**config.mk**
```make
export PLATFORM = sky130hd
export DESIGN_NAME = pulse_width_capture_channel
export DESIGN_NICKNAME = d
export VERILOG_FILES = /design/src/pwm_cap_pkg.sv /design/src/pin_edge_detect.sv /design/src/width_counter.sv /design/src/pulse_width_capture_channel.sv
export SDC_FILE = /design/constraint.sdc
export NUM_CORES = 1
export LEC_CHECK = 0
export BUFFER_PORTS_ARGS = -buffer_cell sky130_fd_sc_hd__buf_2
export CORE_MARGIN = 2
export CORE_UTILIZATION = 40
export DETAILED_ROUTE_END_ITERATION = 10
export MAX_ROUTING_LAYER = met4
export SLEW_MARGIN = 40
export SYNTH_ARGS = -nofsm -noshare
export SYNTH_HDL_FRONTEND = slang
export SYNTH_SLANG_ARGS = --single-unit
export TNS_END_PERCENT = 1
```
**constraint.sdc**
```tcl
create_clock -name core_clk -period 4.2 [get_ports core_clk]
set_clock_uncertainty 0.15 [all_clocks]
set_input_delay 0.21 -clock core_clk [delete_from_list [all_inputs] [get_ports core_clk]]
set_output_delay 0.21 -clock core_clk [all_outputs]
set_load 0.005 [all_outputs]
```
**src/pwm_cap_pkg.sv**
```systemverilog
package pwm_cap_pkg;

  // ***************************************************************
  // register byte offsets
  // ***************************************************************
  localparam logic [7:0] PER_OFF   = 8'h00;
  localparam logic [7:0] MODE_OFF  = 8'h04;
  localparam logic [7:0] TRIG_OFF  = 8'h08;
  localparam logic [7:0] EN_OFF    = 8'h0c;
  localparam logic [7:0] CNT_OFF   = 8'h10;
  localparam logic [7:0] DATA_OFF  = 8'h14;
  localparam logic [7:0] STAT_OFF  = 8'h18;
  localparam logic [7:0] IRQS_OFF  = 8'h1c;
  localparam logic [7:0] IRQM_OFF  = 8'h20;
  localparam logic [7:0] OUTC_OFF  = 8'h24;

  // ***************************************************************
  // field positions and codes
  // ***************************************************************
  localparam int UNIT_EN_BIT   = 0;
  localparam int START_BIT     = 0;
  localparam int STOP_BIT      = 1;
  localparam int OVF_BIT       = 0;
  localparam int NF_BIT        = 0;
  localparam int EDGE_LO       = 8;
  localparam int EDGE_HI       = 9;
  localparam logic [1:0] EDGE_LOW_WIDTH  = 2'h2;
  localparam logic [1:0] EDGE_HIGH_WIDTH = 2'h3;
  localparam int IRQ_CAPT_BIT  = 0;
  localparam int CNT_W         = 16;
  localparam logic [15:0] CNT_ZERO = 16'h0000;

  typedef enum logic [1:0] {
    CH_IDLE,
    CH_WAIT_START,
    CH_COUNT
  } ch_state_t;

endpackage : pwm_cap_pkg

```
**src/pin_edge_detect.sv**
```systemverilog
`timescale 1ns/1ps
`default_nettype none

module pin_edge_detect (
  // clock and reset
  input  wire logic core_clk,
  input  wire logic resetn,
  // pin
  input  wire logic pin_in,
  // edges
  output logic      rise_o,
  output logic      fall_o
);

  logic pin_q;

  always_ff @(posedge core_clk or negedge resetn) begin
    if (!resetn) begin
      pin_q <= 1'b0;
    end else begin
      pin_q <= pin_in;
    end
  end

  assign rise_o = pin_in & ~pin_q;
  assign fall_o = ~pin_in & pin_q;

endmodule : pin_edge_detect

`default_nettype wire

```
**src/width_counter.sv**
```systemverilog
`timescale 1ns/1ps
`default_nettype none

module width_counter #(
  parameter int W = 16
) (
  // clock and reset
  input  wire logic         core_clk,
  input  wire logic         resetn,
  // control
  input  wire logic         clear_i,
  input  wire logic         clr_all_i,
  input  wire logic         run_i,
  // state
  output logic [W-1:0]      count_o,
  output logic              wrapped_o
);

  // ***************************************************************
  // up counter, wraps at max
  // ***************************************************************
  always_ff @(posedge core_clk or negedge resetn) begin
    if (!resetn) begin
      count_o   <= '0;
      wrapped_o <= 1'b0;
    end else if (clr_all_i || clear_i) begin
      count_o   <= '0;
      wrapped_o <= 1'b0;
    end else if (run_i) begin
      count_o <= count_o + 1'b1;
      if (&count_o) begin
        wrapped_o <= 1'b1;
      end
    end
  end

endmodule : width_counter

`default_nettype wire

```
**src/pulse_width_capture_channel.sv**
```systemverilog
// Overview of operation
// - start trigger sets enable status and waits for start edge.
// - start edge clears count to zero, then counts up.
// - capture edge copies count to data register, raises interrupt.
// - each capture sets overflow if counter wrapped, else clears it.
// - after capture counting halts until next start edge; repeats.
// - stop trigger clears enable status and stops; triggers self-clear.
// - when stopped, count and overflow flag hold their values.
// - data, count and status registers readable while unit clock enabled; read as zero when it is clear.
// - clearing unit clock enable stops unit, initializes registers.
// - edge select 10 measures low width, 11 high width.
// - start trigger ignored while enable status already set.
`timescale 1ns/1ps
`default_nettype none

module pulse_width_capture_channel #(
  parameter int CNT_W = pwm_cap_pkg::CNT_W
) (
  // clock and reset
  input  wire logic        core_clk,
  input  wire logic        resetn,
  // wishbone slave
  input  wire logic        wb_cyc_i,
  input  wire logic        wb_stb_i,
  input  wire logic        wb_we_i,
  input  wire logic [7:0]  wb_adr_i,
  input  wire logic [3:0]  wb_sel_i,
  input  wire logic [31:0] wb_dat_i,
  output logic      [31:0] wb_dat_o,
  output logic             wb_ack_o,
  // pin and interrupt
  input  wire logic        timer_input_pin,
  output logic             irq_o
);

  // ***************************************************************
  // bus decode
  // ***************************************************************
  logic        req;
  logic        wr;
  logic [31:0] wmask;

  assign req = wb_cyc_i & wb_stb_i & ~wb_ack_o;
  assign wr  = req & wb_we_i;

  genvar gi;
  generate
    for (gi = 0; gi < 4; gi++) begin : g_mask
      assign wmask[gi*8 +: 8] = {8{wb_sel_i[gi]}};
    end
  endgenerate

  // ***************************************************************
  // registers
  // ***************************************************************
  logic             unit_clock_enable_q;
  logic [1:0]       edge_sel_q;
  logic             noise_filter_enable_q;
  logic [2:0]       out_ctrl_q;
  logic             channel_enable_status_q;
  logic [CNT_W-1:0] capture_data_q;
  logic             counter_overflow_flag_q;
  logic             irq_stat_q;
  logic             irq_mask_q;
  logic             unit_on;

  assign unit_on = unit_clock_enable_q;

  // unit clock enable, always writable
  always_ff @(posedge core_clk or negedge resetn) begin
    if (!resetn) begin
      unit_clock_enable_q <= 1'b0;
    end else if (wr && wb_adr_i == pwm_cap_pkg::PER_OFF && wb_sel_i[0]) begin
      unit_clock_enable_q <= wb_dat_i[pwm_cap_pkg::UNIT_EN_BIT];
    end
  end

  // mode, filter and output control; init when unit off
  always_ff @(posedge core_clk or negedge resetn) begin
    if (!resetn) begin
      edge_sel_q            <= pwm_cap_pkg::EDGE_HIGH_WIDTH;
      noise_filter_enable_q <= 1'b0;
      out_ctrl_q            <= 3'h0;
    end else if (!unit_on) begin
      edge_sel_q            <= pwm_cap_pkg::EDGE_HIGH_WIDTH;
      noise_filter_enable_q <= 1'b0;
      out_ctrl_q            <= 3'h0;
    end else if (wr) begin
      if (wb_adr_i == pwm_cap_pkg::MODE_OFF) begin
        if (wb_sel_i[0]) begin
          noise_filter_enable_q <= wb_dat_i[pwm_cap_pkg::NF_BIT];
        end
        if (wb_sel_i[1]) begin
          edge_sel_q <= wb_dat_i[pwm_cap_pkg::EDGE_HI:pwm_cap_pkg::EDGE_LO];
        end
      end
      if (wb_adr_i == pwm_cap_pkg::OUTC_OFF && wb_sel_i[0]) begin
        out_ctrl_q <= wb_dat_i[2:0];
      end
    end
  end

  // ***************************************************************
  // pin edges and measurement polarity
  // ***************************************************************
  logic rise;
  logic fall;
  logic start_edge;
  logic capt_edge;
  logic measure_high;

  pin_edge_detect u_edge (
    .core_clk (core_clk),
    .resetn   (resetn),
    .pin_in   (timer_input_pin),
    .rise_o   (rise),
    .fall_o   (fall)
  );

  // high width: rise starts, fall captures; low width the reverse
  assign measure_high = (edge_sel_q == pwm_cap_pkg::EDGE_HIGH_WIDTH);
  assign start_edge   = measure_high ? rise : fall;
  assign capt_edge    = measure_high ? fall : rise;

  // ***************************************************************
  // triggers and channel state
  // ***************************************************************
  logic start_trig;
  logic stop_trig;
  pwm_cap_pkg::ch_state_t state_q;

  // trigger bits are pulses only; nothing is stored
  assign start_trig = unit_on & wr & (wb_adr_i == pwm_cap_pkg::TRIG_OFF)
                    & wb_sel_i[0] & wb_dat_i[pwm_cap_pkg::START_BIT];
  assign stop_trig  = unit_on & wr & (wb_adr_i == pwm_cap_pkg::TRIG_OFF)
                    & wb_sel_i[0] & wb_dat_i[pwm_cap_pkg::STOP_BIT];

  always_ff @(posedge core_clk or negedge resetn) begin
    if (!resetn) begin
      state_q                 <= pwm_cap_pkg::CH_IDLE;
      channel_enable_status_q <= 1'b0;
    end else if (!unit_on) begin
      state_q                 <= pwm_cap_pkg::CH_IDLE;
      channel_enable_status_q <= 1'b0;
    end else if (stop_trig) begin
      state_q                 <= pwm_cap_pkg::CH_IDLE;
      channel_enable_status_q <= 1'b0;
    end else begin
      unique case (state_q)
        pwm_cap_pkg::CH_IDLE: begin
          if (start_trig && !channel_enable_status_q) begin
            state_q                 <= pwm_cap_pkg::CH_WAIT_START;
            channel_enable_status_q <= 1'b1;
          end
        end
        pwm_cap_pkg::CH_WAIT_START: begin
          if (start_edge) begin
            state_q <= pwm_cap_pkg::CH_COUNT;
          end
        end
        pwm_cap_pkg::CH_COUNT: begin
          if (capt_edge) begin
            state_q <= pwm_cap_pkg::CH_WAIT_START;
          end
        end
        default: begin
          state_q <= pwm_cap_pkg::CH_IDLE;
        end
      endcase
    end
  end

  // ***************************************************************
  // counter
  // ***************************************************************
  logic [CNT_W-1:0] count;
  logic             wrapped;
  logic             counting;
  logic             do_start;
  logic             do_capture;

  assign counting   = (state_q == pwm_cap_pkg::CH_COUNT) & ~stop_trig
                    & unit_on;
  assign do_start   = (state_q == pwm_cap_pkg::CH_WAIT_START) & start_edge
                    & ~stop_trig & unit_on;
  assign do_capture = counting & capt_edge;

  width_counter #(
    .W (CNT_W)
  ) u_cnt (
    .core_clk  (core_clk),
    .resetn    (resetn),
    .clear_i   (do_start),
    .clr_all_i (~unit_on),
    .run_i     (counting & ~capt_edge),
    .count_o   (count),
    .wrapped_o (wrapped)
  );

  // ***************************************************************
  // capture, overflow flag
  // ***************************************************************
  always_ff @(posedge core_clk or negedge resetn) begin
    if (!resetn) begin
      capture_data_q          <= pwm_cap_pkg::CNT_ZERO;
      counter_overflow_flag_q <= 1'b0;
    end else if (!unit_on) begin
      capture_data_q          <= pwm_cap_pkg::CNT_ZERO;
      counter_overflow_flag_q <= 1'b0;
    end else if (do_capture) begin
      capture_data_q          <= count;
      counter_overflow_flag_q <= wrapped;
    end
  end

  // ***************************************************************
  // interrupt status and mask
  // ***************************************************************
  logic irq_clr;

  assign irq_clr = wr & (wb_adr_i == pwm_cap_pkg::IRQS_OFF) & wb_sel_i[0]
                 & wb_dat_i[pwm_cap_pkg::IRQ_CAPT_BIT];

  // set wins over a clear in the same cycle
  always_ff @(posedge core_clk or negedge resetn) begin
    if (!resetn) begin
      irq_stat_q <= 1'b0;
    end else if (!unit_on) begin
      irq_stat_q <= 1'b0;
    end else if (do_capture) begin
      irq_stat_q <= 1'b1;
    end else if (irq_clr) begin
      irq_stat_q <= 1'b0;
    end
  end

  always_ff @(posedge core_clk or negedge resetn) begin
    if (!resetn) begin
      irq_mask_q <= 1'b0;
    end else if (!unit_on) begin
      irq_mask_q <= 1'b0;
    end else if (wr && wb_adr_i == pwm_cap_pkg::IRQM_OFF && wb_sel_i[0]) begin
      irq_mask_q <= wb_dat_i[pwm_cap_pkg::IRQ_CAPT_BIT];
    end
  end

  always_ff @(posedge core_clk or negedge resetn) begin
    if (!resetn) begin
      irq_o <= 1'b0;
    end else begin
      // next-state view, so the line drops in the same cycle as the status clear
      irq_o <= unit_on & irq_mask_q
               & (do_capture | (irq_stat_q & ~irq_clr));
    end
  end

  // ***************************************************************
  // read mux and acknowledge
  // ***************************************************************
  logic [31:0] rdata;

  always_comb begin
    rdata = 32'h0000_0000;
    unique case (wb_adr_i)
      pwm_cap_pkg::PER_OFF:  rdata[pwm_cap_pkg::UNIT_EN_BIT] =
                               unit_clock_enable_q;
      pwm_cap_pkg::MODE_OFF: begin
        rdata[pwm_cap_pkg::NF_BIT] = noise_filter_enable_q;
        rdata[pwm_cap_pkg::EDGE_HI:pwm_cap_pkg::EDGE_LO] = edge_sel_q;
      end
      pwm_cap_pkg::EN_OFF:   rdata[0] = channel_enable_status_q;
      pwm_cap_pkg::CNT_OFF:  rdata[CNT_W-1:0] = count;
      pwm_cap_pkg::DATA_OFF: rdata[CNT_W-1:0] = capture_data_q;
      pwm_cap_pkg::STAT_OFF: rdata[pwm_cap_pkg::OVF_BIT] =
                               counter_overflow_flag_q;
      pwm_cap_pkg::IRQS_OFF: rdata[0] = irq_stat_q;
      pwm_cap_pkg::IRQM_OFF: rdata[0] = irq_mask_q;
      pwm_cap_pkg::OUTC_OFF: rdata[2:0] = out_ctrl_q;
      default:               rdata = 32'h0000_0000;
    endcase
    if (!unit_on && wb_adr_i != pwm_cap_pkg::PER_OFF) begin
      rdata = 32'h0000_0000;
    end
  end

  always_ff @(posedge core_clk or negedge resetn) begin
    if (!resetn) begin
      wb_ack_o <= 1'b0;
      wb_dat_o <= 32'h0000_0000;
    end else begin
      wb_ack_o <= req;
      wb_dat_o <= (req && !wb_we_i) ? (rdata & {32{1'b1}}) : 32'h0000_0000;
    end
  end

  logic unused_mask;
  assign unused_mask = ^wmask;

endmodule : pulse_width_capture_channel

`default_nettype wire

```
==> results.yml, run 1 <==
run_status:
  status: "complete, no violations"
clock_tree:
  cts_post_setup_buffers_inserted: 0
  htreeDepth: 3
  tritoncts: "done"
  clk_path_buf_depth: 2
  clk_latency_ns: 0.34
  cts_root_buffer: "clkbuf_8"
  cts.sinks: 65
  cts.clk_slew.worst_paths_ns: 0.07
  post_cts_resized: 0
  numCtsBuffers: 9
  hold_buffers: 8
floorplanning:
  coreArea_sq_um: 8130
  pin_count: 84
  die-area_sq_um: 9070
  dieWidth_um: 95.2
  die_y_um: 95.2
  num_rows: 33
  floorplan.initialDensity: 0.409
hold_path:
  min_path_type: "in -> reg"
global_route:
  antenna_found_initial: 0
  grt_max_degree: 39
  grt_usage: 0.192
  grt_pass1_vias: 2600
  grt-ovfl-total: 0
  grt_pass1_wl_um: 12900
worst_setup_path:
  crit_buf_inv: 2
  slowest_delay_ns: 0.59
  crit_fanout: 35
  path_cells: "dlygate4sd3_1 -> buf_2 -> nor2b_1 -> a21o_2 -> o2111a_2 -> nand2b_1 -> and3_1"
  slowest_stage: "o2111a_2"
  path_class: "in -> reg"
  cp.arrival_ns: 2.56
  cpLargestDelayFamily: "simple AND/OR/NAND/NOR gates"
  cp-end-kind: "register"
  critical_path_required_ns: 4.33
  start_kind: "primary input"
drt:
  vias: 2722
  firstDrtPassIters: 4
  drc: 0
  wire_per_inst_um: 15.0
  vias_per_cell: 5.32
  wirelength_um: 7670
  drt-initial-drc-count: 177
  ant_nets: 0
finish:
  seq_area_sq_um: 1630
  fin_nets: 453
  fin_cells: 512
  diodes: 0
  fin_area_sq_um: 3870
  syn_to_final_growth_pct: 16.3
  final_common_cell: "dfrtp_1"
  drive_gt1_frac: 0.177
  multiInputGateArea_sq_um: 1550
  n_fill_cell: 786
  final_cell_mix: "63 x dfrtp_1, 55 x nand2_1, 48 x nor2_1"
synth:
  synth_cell_types: 55
  synth_area_sq_um: 3330
  avgSynthCellArea_sq_um: 9.27
  syn_inst: 359
  synthFlopType: "dfrtp_1"
  synth_top_area_cell: "dfrtp_1"
  synthArstFlopShare: 1.00
  ys_ff_latch: 65
  synthTopCellsByArea: "dfrtp_1 47%, nand2_1 6.2%, nor2_1 5.6%"
  synth_top_area_share: 0.474
  synth_edf_count: 0
  ys_seq_area_frac: 0.489
  synth_warnings: 0
timing:
  setup_viol: 0
  worst_slew_pin_slew_ns: 0.736
  finalMaxSlewViolations: 0
  min_period_ns: 2.43
  hold_viol: 0
  fmax_mhz: 412
  relSlewSlack: 0.509
  rsz0062_at_grt: "no"
  period_share: 0.578
  fin_ws_ns: 1.77
  finalSetupTns_ns: 0
placement:
  gp_congestion: 0.881
  dpl-instance-area_sq_um: 3550
  place_ws_ns: 1.90
  dp_hpwl_um: 5200
  dp.cells: 488
  portBuffers: 38
power_and_ir_drop:
  power_mw: 1.39
  peakVddDrop_mv: 0.157
  p_per_area_nw_per_um2: 358
  leakage_nw: 1.77
run:
  drv_cap: 0
power by group:
part / internal [mW] / total [mW] / switching, mW
logic: 0.0341 / 0.0879 / 0.0538
clock network: 0.383 / 0.625 / 0.242
registers: 0.655 / 0.672 / 0.0172
state kept, by name, summed over array words and instances, names as in the netlist, 2 cells and up:
signal and count:
capture_data_q 16, edge_sel_q 2, out_ctrl_q 3, state_q 2, u_cnt.count_o 16, wb_dat_o 16
stage by stage:
| stage | utilization | hold slack, ns |
|---|---|---|
| final | 0.476 | 0.0200 |
| after floorplan | - | -0.236 |
| after global routing | 0.476 | 0.0355 |
| after global placement | 0.436 | 0.124 |
| after CTS | 0.476 | 0.00297 |
| after detailed placement | 0.437 | 0.131 |
logic make-up (layout without fill, tap and decap cells):
| logic type | after synthesis | in the layout | share of synthesized area |
|---|---|---|---|
| xor gates and xnor gates | 12 | 12 | 0.0316 |
| AOI/OAI and AO/OA | 80 | 80 | 0.168 |
| muxes | 8 | 8 | 0.0241 |
| adders and majority gates | 1 | 1 | 0.00376 |
| and+or+nand+nor | 154 | 154 | 0.218 |
| DFF | 65 | 65 | 0.489 |
| other | 1 | 16 | 0.00113 |
| buffers and inverters | 38 | 71 | 0.0646 |
synth_stat cells, drive strengths merged, types with 2 or more instances:
cell type,number
nand4b,2
clkbuf,13
nor4,2
a2111oi,3
nand4,5
and2,3
o31ai,2
o211ai,4
a21oi,11
nand3b,2
xor2,11
and4b,2
inv,4
and3,2
a22oi,13
or4,2
dfstp,2
a31oi,2
o21ai,28
nand3,10
dfrtp,63
mux2i,8
nand2b,3
buf,21
nand2,55
a222oi,2
nor2,50
nor3,2
or3,3
nor2b,4
o2111ai,5
and4,2
area by class of cell:
type                       instances  area share
timing repair buffer              51      0.0795
sequential                        65       0.421
inverter                           4     0.00388
clock buffer                      12      0.0426
clock inverter                     4      0.0191
tap                              105      0.0339
multi-input combinational        271       0.401
worst min-delay path, cell delays in order:
cell and delay (ns):
buf_2 0.13, nand3_1 0.07, a21oi_1 0.06
per-layer routing:
metal  track usage  share of wire  vias up
li1              -              -     1327
met1         0.255           0.47     1307
met2         0.287           0.46       76
met3        0.0285          0.049       12
met4        0.0954          0.021        0
met5             -              0        -
path summary, 6_finish.rpt:
path | startpoint | to | slack, ns | cells after the start
worst max-delay path | timer_input_pin | irq_o$_DFF_PN0_ | 1.77 | 7
worst min-delay path | wb_dat_i[0] | out_ctrl_q[0]$_DFFE_PN0P_ | 0.02 | 3
worst max register to register | edge_sel_q[0]$_DFFE_PN1P_ | u_cnt.count_o[13]$_DFFE_PN0P_ | 1.87 | 5
max in group asynchronous | resetn | noise_filter_enable_q$_DFFE_PN0P_ | 2.70 | 3
min in group asynchronous | resetn | channel_enable_status_q$_DFFE_PN0P_ | 0.27 | 2
worst min register to register | wb_ack_o$_DFF_PN0_ | wb_ack_o$_DFF_PN0_ | 0.32 | 1
No activity file was read; power rests on OpenSTA's default activity.
==> inputs of run 2 (changes only) <==
==> constraint.sdc (replaced) <==
create_clock -name core_clk -period 2.5 [get_ports core_clk]
set_clock_uncertainty 0.15 [all_clocks]
set_input_delay 0.125 -clock core_clk [delete_from_list [all_inputs] [get_ports core_clk]]
set_output_delay 0.125 -clock core_clk [all_outputs]
set_load 0.005 [all_outputs]
==> run 2 against run 1 <==
Against the previous run: via count down 0.37%; clock-buffer cell count stayed put; critical path depth unchanged; sequential power is 68% higher; setup slack got worse by 1.5 ns; flip-flop and latch count unchanged; utilization is 1.2 points higher; largest power group unchanged.
==> results.yml, run 2 (synthesis results as in run 1) <==
clock_tree:
  clk_latency_ns: 0.34
  cts.sinks: 65
  clk_path_buf_depth: 2
  cts_post_setup_buffers_inserted: 0
  cts_root_buffer: "clkbuf_8"
  htreeDepth: 3
  tritoncts: "done"
  post_cts_resized: 0
  hold_buffers: 12
  cts.clk_slew.worst_paths_ns: 0.07
  numCtsBuffers: 9
finish:
  final_common_cell: "dfrtp_1"
  fin_nets: 465
  final_cell_mix: "63 x dfrtp_1, 55 x nand2_1, 50 x nor2_1"
  utilization: 0.488
  reg_top3: "capture_data_q x16, u_cnt.count_o x16, wb_dat_o x16"
  syn_to_final_growth_pct: 19.2
  diodes: 0
  drive_gt1_frac: 0.177
timing:
  setup_viol: 0
  fmax_mhz: 454
  relSlewSlack: 0.579
  hold_viol: 0
  worst_slew_pin_slew_ns: 0.632
  finalMaxSlewViolations: 0
  rsz0062_at_grt: "no"
  finalSetupTns_ns: 0
  min_period_ns: 2.20
  period_share: 0.881
floorplanning:
  num_rows: 33
  floorplan.initialDensity: 0.409
  dieWidth_um: 95.2
  pin_count: 84
  coreArea_sq_um: 8130
  die-area_sq_um: 9070
  die_y_um: 95.2
run_status:
  status: "complete, no violations"
drt:
  wire_per_inst_um: 14.6
  vias: 2712
  vias_per_cell: 5.18
  wirelength_um: 7640
  firstDrtPassIters: 4
  drt-initial-drc-count: 123
  drc: 0
  ant_nets: 0
worst_setup_path:
  r2r-end: "irq_o$_DFF_PN0_"
  cp-end-kind: "register"
  start_kind: "primary input"
  worst_r2r_path_depth: 5
  critical_path_required_ns: 2.56
  path_class: "in -> reg"
  rr_startpoint: "wb_ack_o$_DFF_PN0_"
  cp.arrival_ns: 2.27
  crit_fanout: 8
  setup.reg_to_reg.worst_slack_ns: 0.36
run:
  drv_cap: 0
placement:
  gp_congestion: 0.899
  dp_hpwl_um: 5280
  portBuffers: 38
hold_path:
  min_from: "wb_adr_i[6]"
  holdPathStages: 4
  min_to: "wb_dat_o[0]$_DFF_PN0_"
  min_path_type: "in -> reg"
power_and_ir_drop:
  p_per_area_nw_per_um2: 603
  power_mw: 2.39
  peakVddDrop_mv: 0.276
  leakage_nw: 1.83
global_route:
  grt_max_degree: 28
  grt-ovfl-total: 0
  grt_usage: 0.193
  antenna_found_initial: 0
  grt_pass1_vias: 2632
  grt_pass1_wl_um: 12900
[run 2: through the flow]
step / hold WS, ns / cell area [sq um] / setup WS (ns) / cells
after detailed placement: 0.0309 / 3600 / 0.387 / 496
after floorplan: -0.321 / 3390 / 0.467 / 374
after global placement: 0.0210 / 3600 / 0.342 / 496
after global routing: 0.0518 / 3970 / 0.165 / 524
final: 0.0420 / 3970 / 0.298 / 524
after CTS: 0.0211 / 3970 / 0.316 / 524
[run 2: critical path: stages]
cell and delay (ns):
dlygate4sd3_1 0.53, buf_2 0.20, or4b_2 0.71, nor3b_2 0.38, nand2_1 0.16, nand2_1 0.09
a21oi_1 0.07
[run 2: area by class of cell]
type / instances / area (sq um)
clock buffer: 12 / 145
clock inverter: 4 / 98.8
fill: 771 / 4170
inverter: 4 / 15.0
multi-input combinational: 271 / 1540
sequential: 65 / 1630
tap: 105 / 131
timing repair buffer: 63 / 408
[run 2: worst max-delay path by stage]
| stage | start | to | cells after the start |
|---|---|---|---|
| floorplan | edge_sel_q[0]$_DFFE_PN1P_ | u_cnt.count_o[13]$_DFFE_PN0P_ | 5 |
| global placement | wb_ack_o$_DFF_PN0_ | irq_o$_DFF_PN0_ | 5 |
| detailed placement | wb_ack_o$_DFF_PN0_ | capture_data_q[5]$_DFFE_PN0P_ | 6 |
| CTS | wb_adr_i[2] | out_ctrl_q[1]$_DFFE_PN0P_ | 7 |
| global route | wb_adr_i[2] | out_ctrl_q[1]$_DFFE_PN0P_ | 7 |
| finish | wb_adr_i[2] | out_ctrl_q[1]$_DFFE_PN0P_ | 7 |
[run 2: power breakdown]
part           switching (mW)  internal [mW]
Clock                   0.412          0.695
Combinational          0.0934         0.0637
Sequential             0.0299           1.10
[run 2: per-layer routing]
metal  wire (um)  part of all wire  GRT usage
met3         368             0.048     0.0411
met2        3490              0.46      0.283
met1        3670              0.48      0.258
met5           0                 0          -
met4         110             0.014     0.0809
==> inputs of run 3 (changes only) <==
--- a/config.mk
+++ b/config.mk
@@ -10,6 +10,7 @@
 export CORE_UTILIZATION = 40
 export DETAILED_ROUTE_END_ITERATION = 10
 export MAX_ROUTING_LAYER = met4
+export PLACE_DENSITY_LB_ADDON = 0.1
 export SLEW_MARGIN = 40
 export SYNTH_ARGS = -nofsm -noshare
 export SYNTH_HDL_FRONTEND = slang
==> run 3 against run 2 <==
Against the previous run: clock power about the same; combinational power about the same; setup slack better by 0.021 ns; critical path depth is the same; critical endpoint unchanged.
==> results.yml, run 3 (synthesis results as in run 1) <==
run_status:
  status: "complete, no violations"
global_route:
  grt_usage: 0.194
  grt_pass1_vias: 2625
  grt-ovfl-total: 0
  grt_max_degree: 66
  grt_pass1_wl_um: 13100
  antenna_found_initial: 0
power_and_ir_drop:
  p_per_area_nw_per_um2: 602
  leakage_nw: 1.83
  switching_share: 0.227
  peakVddDrop_mv: 0.308
  p_switching_mw: 0.545
  pwr-share-comb: 0.065
  seq_power_share: 0.470
  intPower_mw: 1.86
  power_mw: 2.40
  power_frac_clock: 0.465
clock_tree:
  clk_latency_ns: 0.34
  cts_post_setup_buffers_inserted: 0
  numCtsBuffers: 9
  clk_path_buf_depth: 2
  htreeDepth: 3
  cts.clk_slew.worst_paths_ns: 0.07
  cts.sinks: 65
  tritoncts: "done"
  cts_root_buffer: "clkbuf_8"
drt:
  dr_wl_met3_um: 328
  dr_wl_met2_um: 3540
  wire_per_inst_um: 15.0
  firstDrtPassIters: 5
  drt-initial-drc-count: 129
  ant_nets: 0
  top_layer: "met4"
  vias_per_cell: 5.27
  wl_met1_um: 3890
  wirelength_um: 7840
  vias: 2754
  drc: 0
finish:
  syn_to_final_growth_pct: 19.8
  final_common_cell: "dfrtp_1"
  final_cell_mix: "63 x dfrtp_1, 55 x nand2_1, 50 x nor2_1"
  fin_nets: 464
  reg_top3: "capture_data_q x16, u_cnt.count_o x16, wb_dat_o x16"
  drive_gt1_frac: 0.177
  diodes: 0
worst_setup_path:
  r2r-end: "u_cnt.count_o[9]$_DFFE_PN0P_"
  path_class: "in -> reg"
  setup.reg_to_reg.worst_slack_ns: 0.39
  worst_r2r_path_depth: 5
  cpLargestDelayFamily: "simple AND/OR/NAND/NOR gates"
  critical_path_required_ns: 2.56
  crit_fanout: 8
  start_kind: "primary input"
  rr_startpoint: "edge_sel_q[0]$_DFFE_PN1P_"
  crit_buf_inv: 2
  slowest_delay_ns: 0.71
  cp-end-kind: "register"
  cp.arrival_ns: 2.25
  slowest_stage: "or4b_2"
  crit_top_cell: "nand2_1"
  path_cells: "dlygate4sd3_1 -> buf_2 -> or4b_2 -> nor3b_2 -> nand2_1 -> nand2_1 -> a21oi_1"
run:
  drv_cap: 0
floorplanning:
  pin_count: 84
  die_y_um: 95.2
  dieWidth_um: 95.2
  die-area_sq_um: 9070
  coreArea_sq_um: 8130
  num_rows: 33
  floorplan.initialDensity: 0.409
timing:
  period_share: 0.873
  fin_ws_ns: 0.319
  rsz0062_at_grt: "no"
  worst_slew_pin_slew_ns: 0.572
  min_period_ns: 2.18
  fmax_mhz: 458
  finalMaxSlewViolations: 0
  relSlewSlack: 0.613
  hold_viol: 0
  setup_viol: 0
  finalSetupTns_ns: 0
placement:
  gp_congestion: 0.864
  place_ws_ns: 0.391
  portBuffers: 38
  dp_hpwl_um: 5320
hold_path:
  min_to: "edge_sel_q[1]$_DFFE_PN1P_"
  holdPathStages: 4
  min_path_type: "in -> reg"
  min_from: "wb_sel_i[1]"
[run 3: changes by cell type in the layout (fill, tap and decap cells not counted), sizes merged]
| cell | delta |
|---|---|
| clkinvlp | +1 |
| dlygate4sd3 | +1 |
| inv | -1 |
| clkinv | +2 |
| clkbuf | -2 |
| buf | -2 |
[run 3: final cells by class]
type                            count  area [sq um]
Fill cell                         792          4150
Sequential cell                    65          1630
Multi-Input combinational cell    271          1540
Timing Repair Buffer               62           419
Clock buffer                       10           138
Tap cell                          105           131
Clock inverter                      6           115
Inverter                            4          15.0
[run 3: how the worst max path moves through the flow]
| stage | depth (start not counted) | startpoint | end | slack, ns |
|---|---|---|---|---|
| after floorplan | 5 | edge_sel_q[0]$_DFFE_PN1P_ | u_cnt.count_o[13]$_DFFE_PN0P_ | 0.47 |
| after global placement | 5 | edge_sel_q[0]$_DFFE_PN1P_ | u_cnt.count_o[11]$_DFFE_PN0P_ | 0.42 |
| after detailed placement | 5 | edge_sel_q[0]$_DFFE_PN1P_ | u_cnt.count_o[9]$_DFFE_PN0P_ | 0.39 |
| after CTS | 7 | wb_adr_i[1] | out_ctrl_q[1]$_DFFE_PN0P_ | 0.32 |
| after global routing | 7 | wb_adr_i[1] | edge_sel_q[1]$_DFFE_PN1P_ | 0.21 |
| final | 7 | wb_adr_i[2] | out_ctrl_q[1]$_DFFE_PN0P_ | 0.32 |
[run 3: power by group through the flow]
stage | clock (mW) | combinational [mW] | sequential [mW]
CTS | 1.14 | 0.157 | 1.13
global route | 1.20 | 0.179 | 1.14
floorplan | 0 | 0.0998 | 1.14
detailed placement | 0 | 0.141 | 1.15
global placement | 0 | 0.138 | 1.15
finish | 1.12 | 0.155 | 1.13
[run 3: what timing repair did]
item                                   in CTS  in global routing
setup endpoints to repair                   0                  0
gates resized for setup                     0                  0
hold buffers                               13                  0
endpoints found under the hold margin      74                  0
[run 3: per-stage QoR]
step	utilization	instances	hold slack (ns)	cell area, sq um
after CTS	0.490	523	0.0224	3990
after global placement	0.443	494	0.145	3600
after floorplan	-	374	-0.321	3390
after detailed placement	0.443	494	0.108	3610
after global routing	0.490	523	0.0371	3990
final	0.490	523	0.0362	3990
[run 3: layer usage]
metal  track usage  up-vias
met5             -        -
met1         0.272     1333
li1              -     1342
met3        0.0419        9
met4        0.0568        0
met2         0.283       70
[run 3: tightest hold or removal path: cells and delay by family]
| family | cells | cell delay (ns) |
|---|---|---|
| simple gates | 2 | 0.18 |
| mux | 1 | 0.09 |
| buf+inv | 1 | 0.10 |
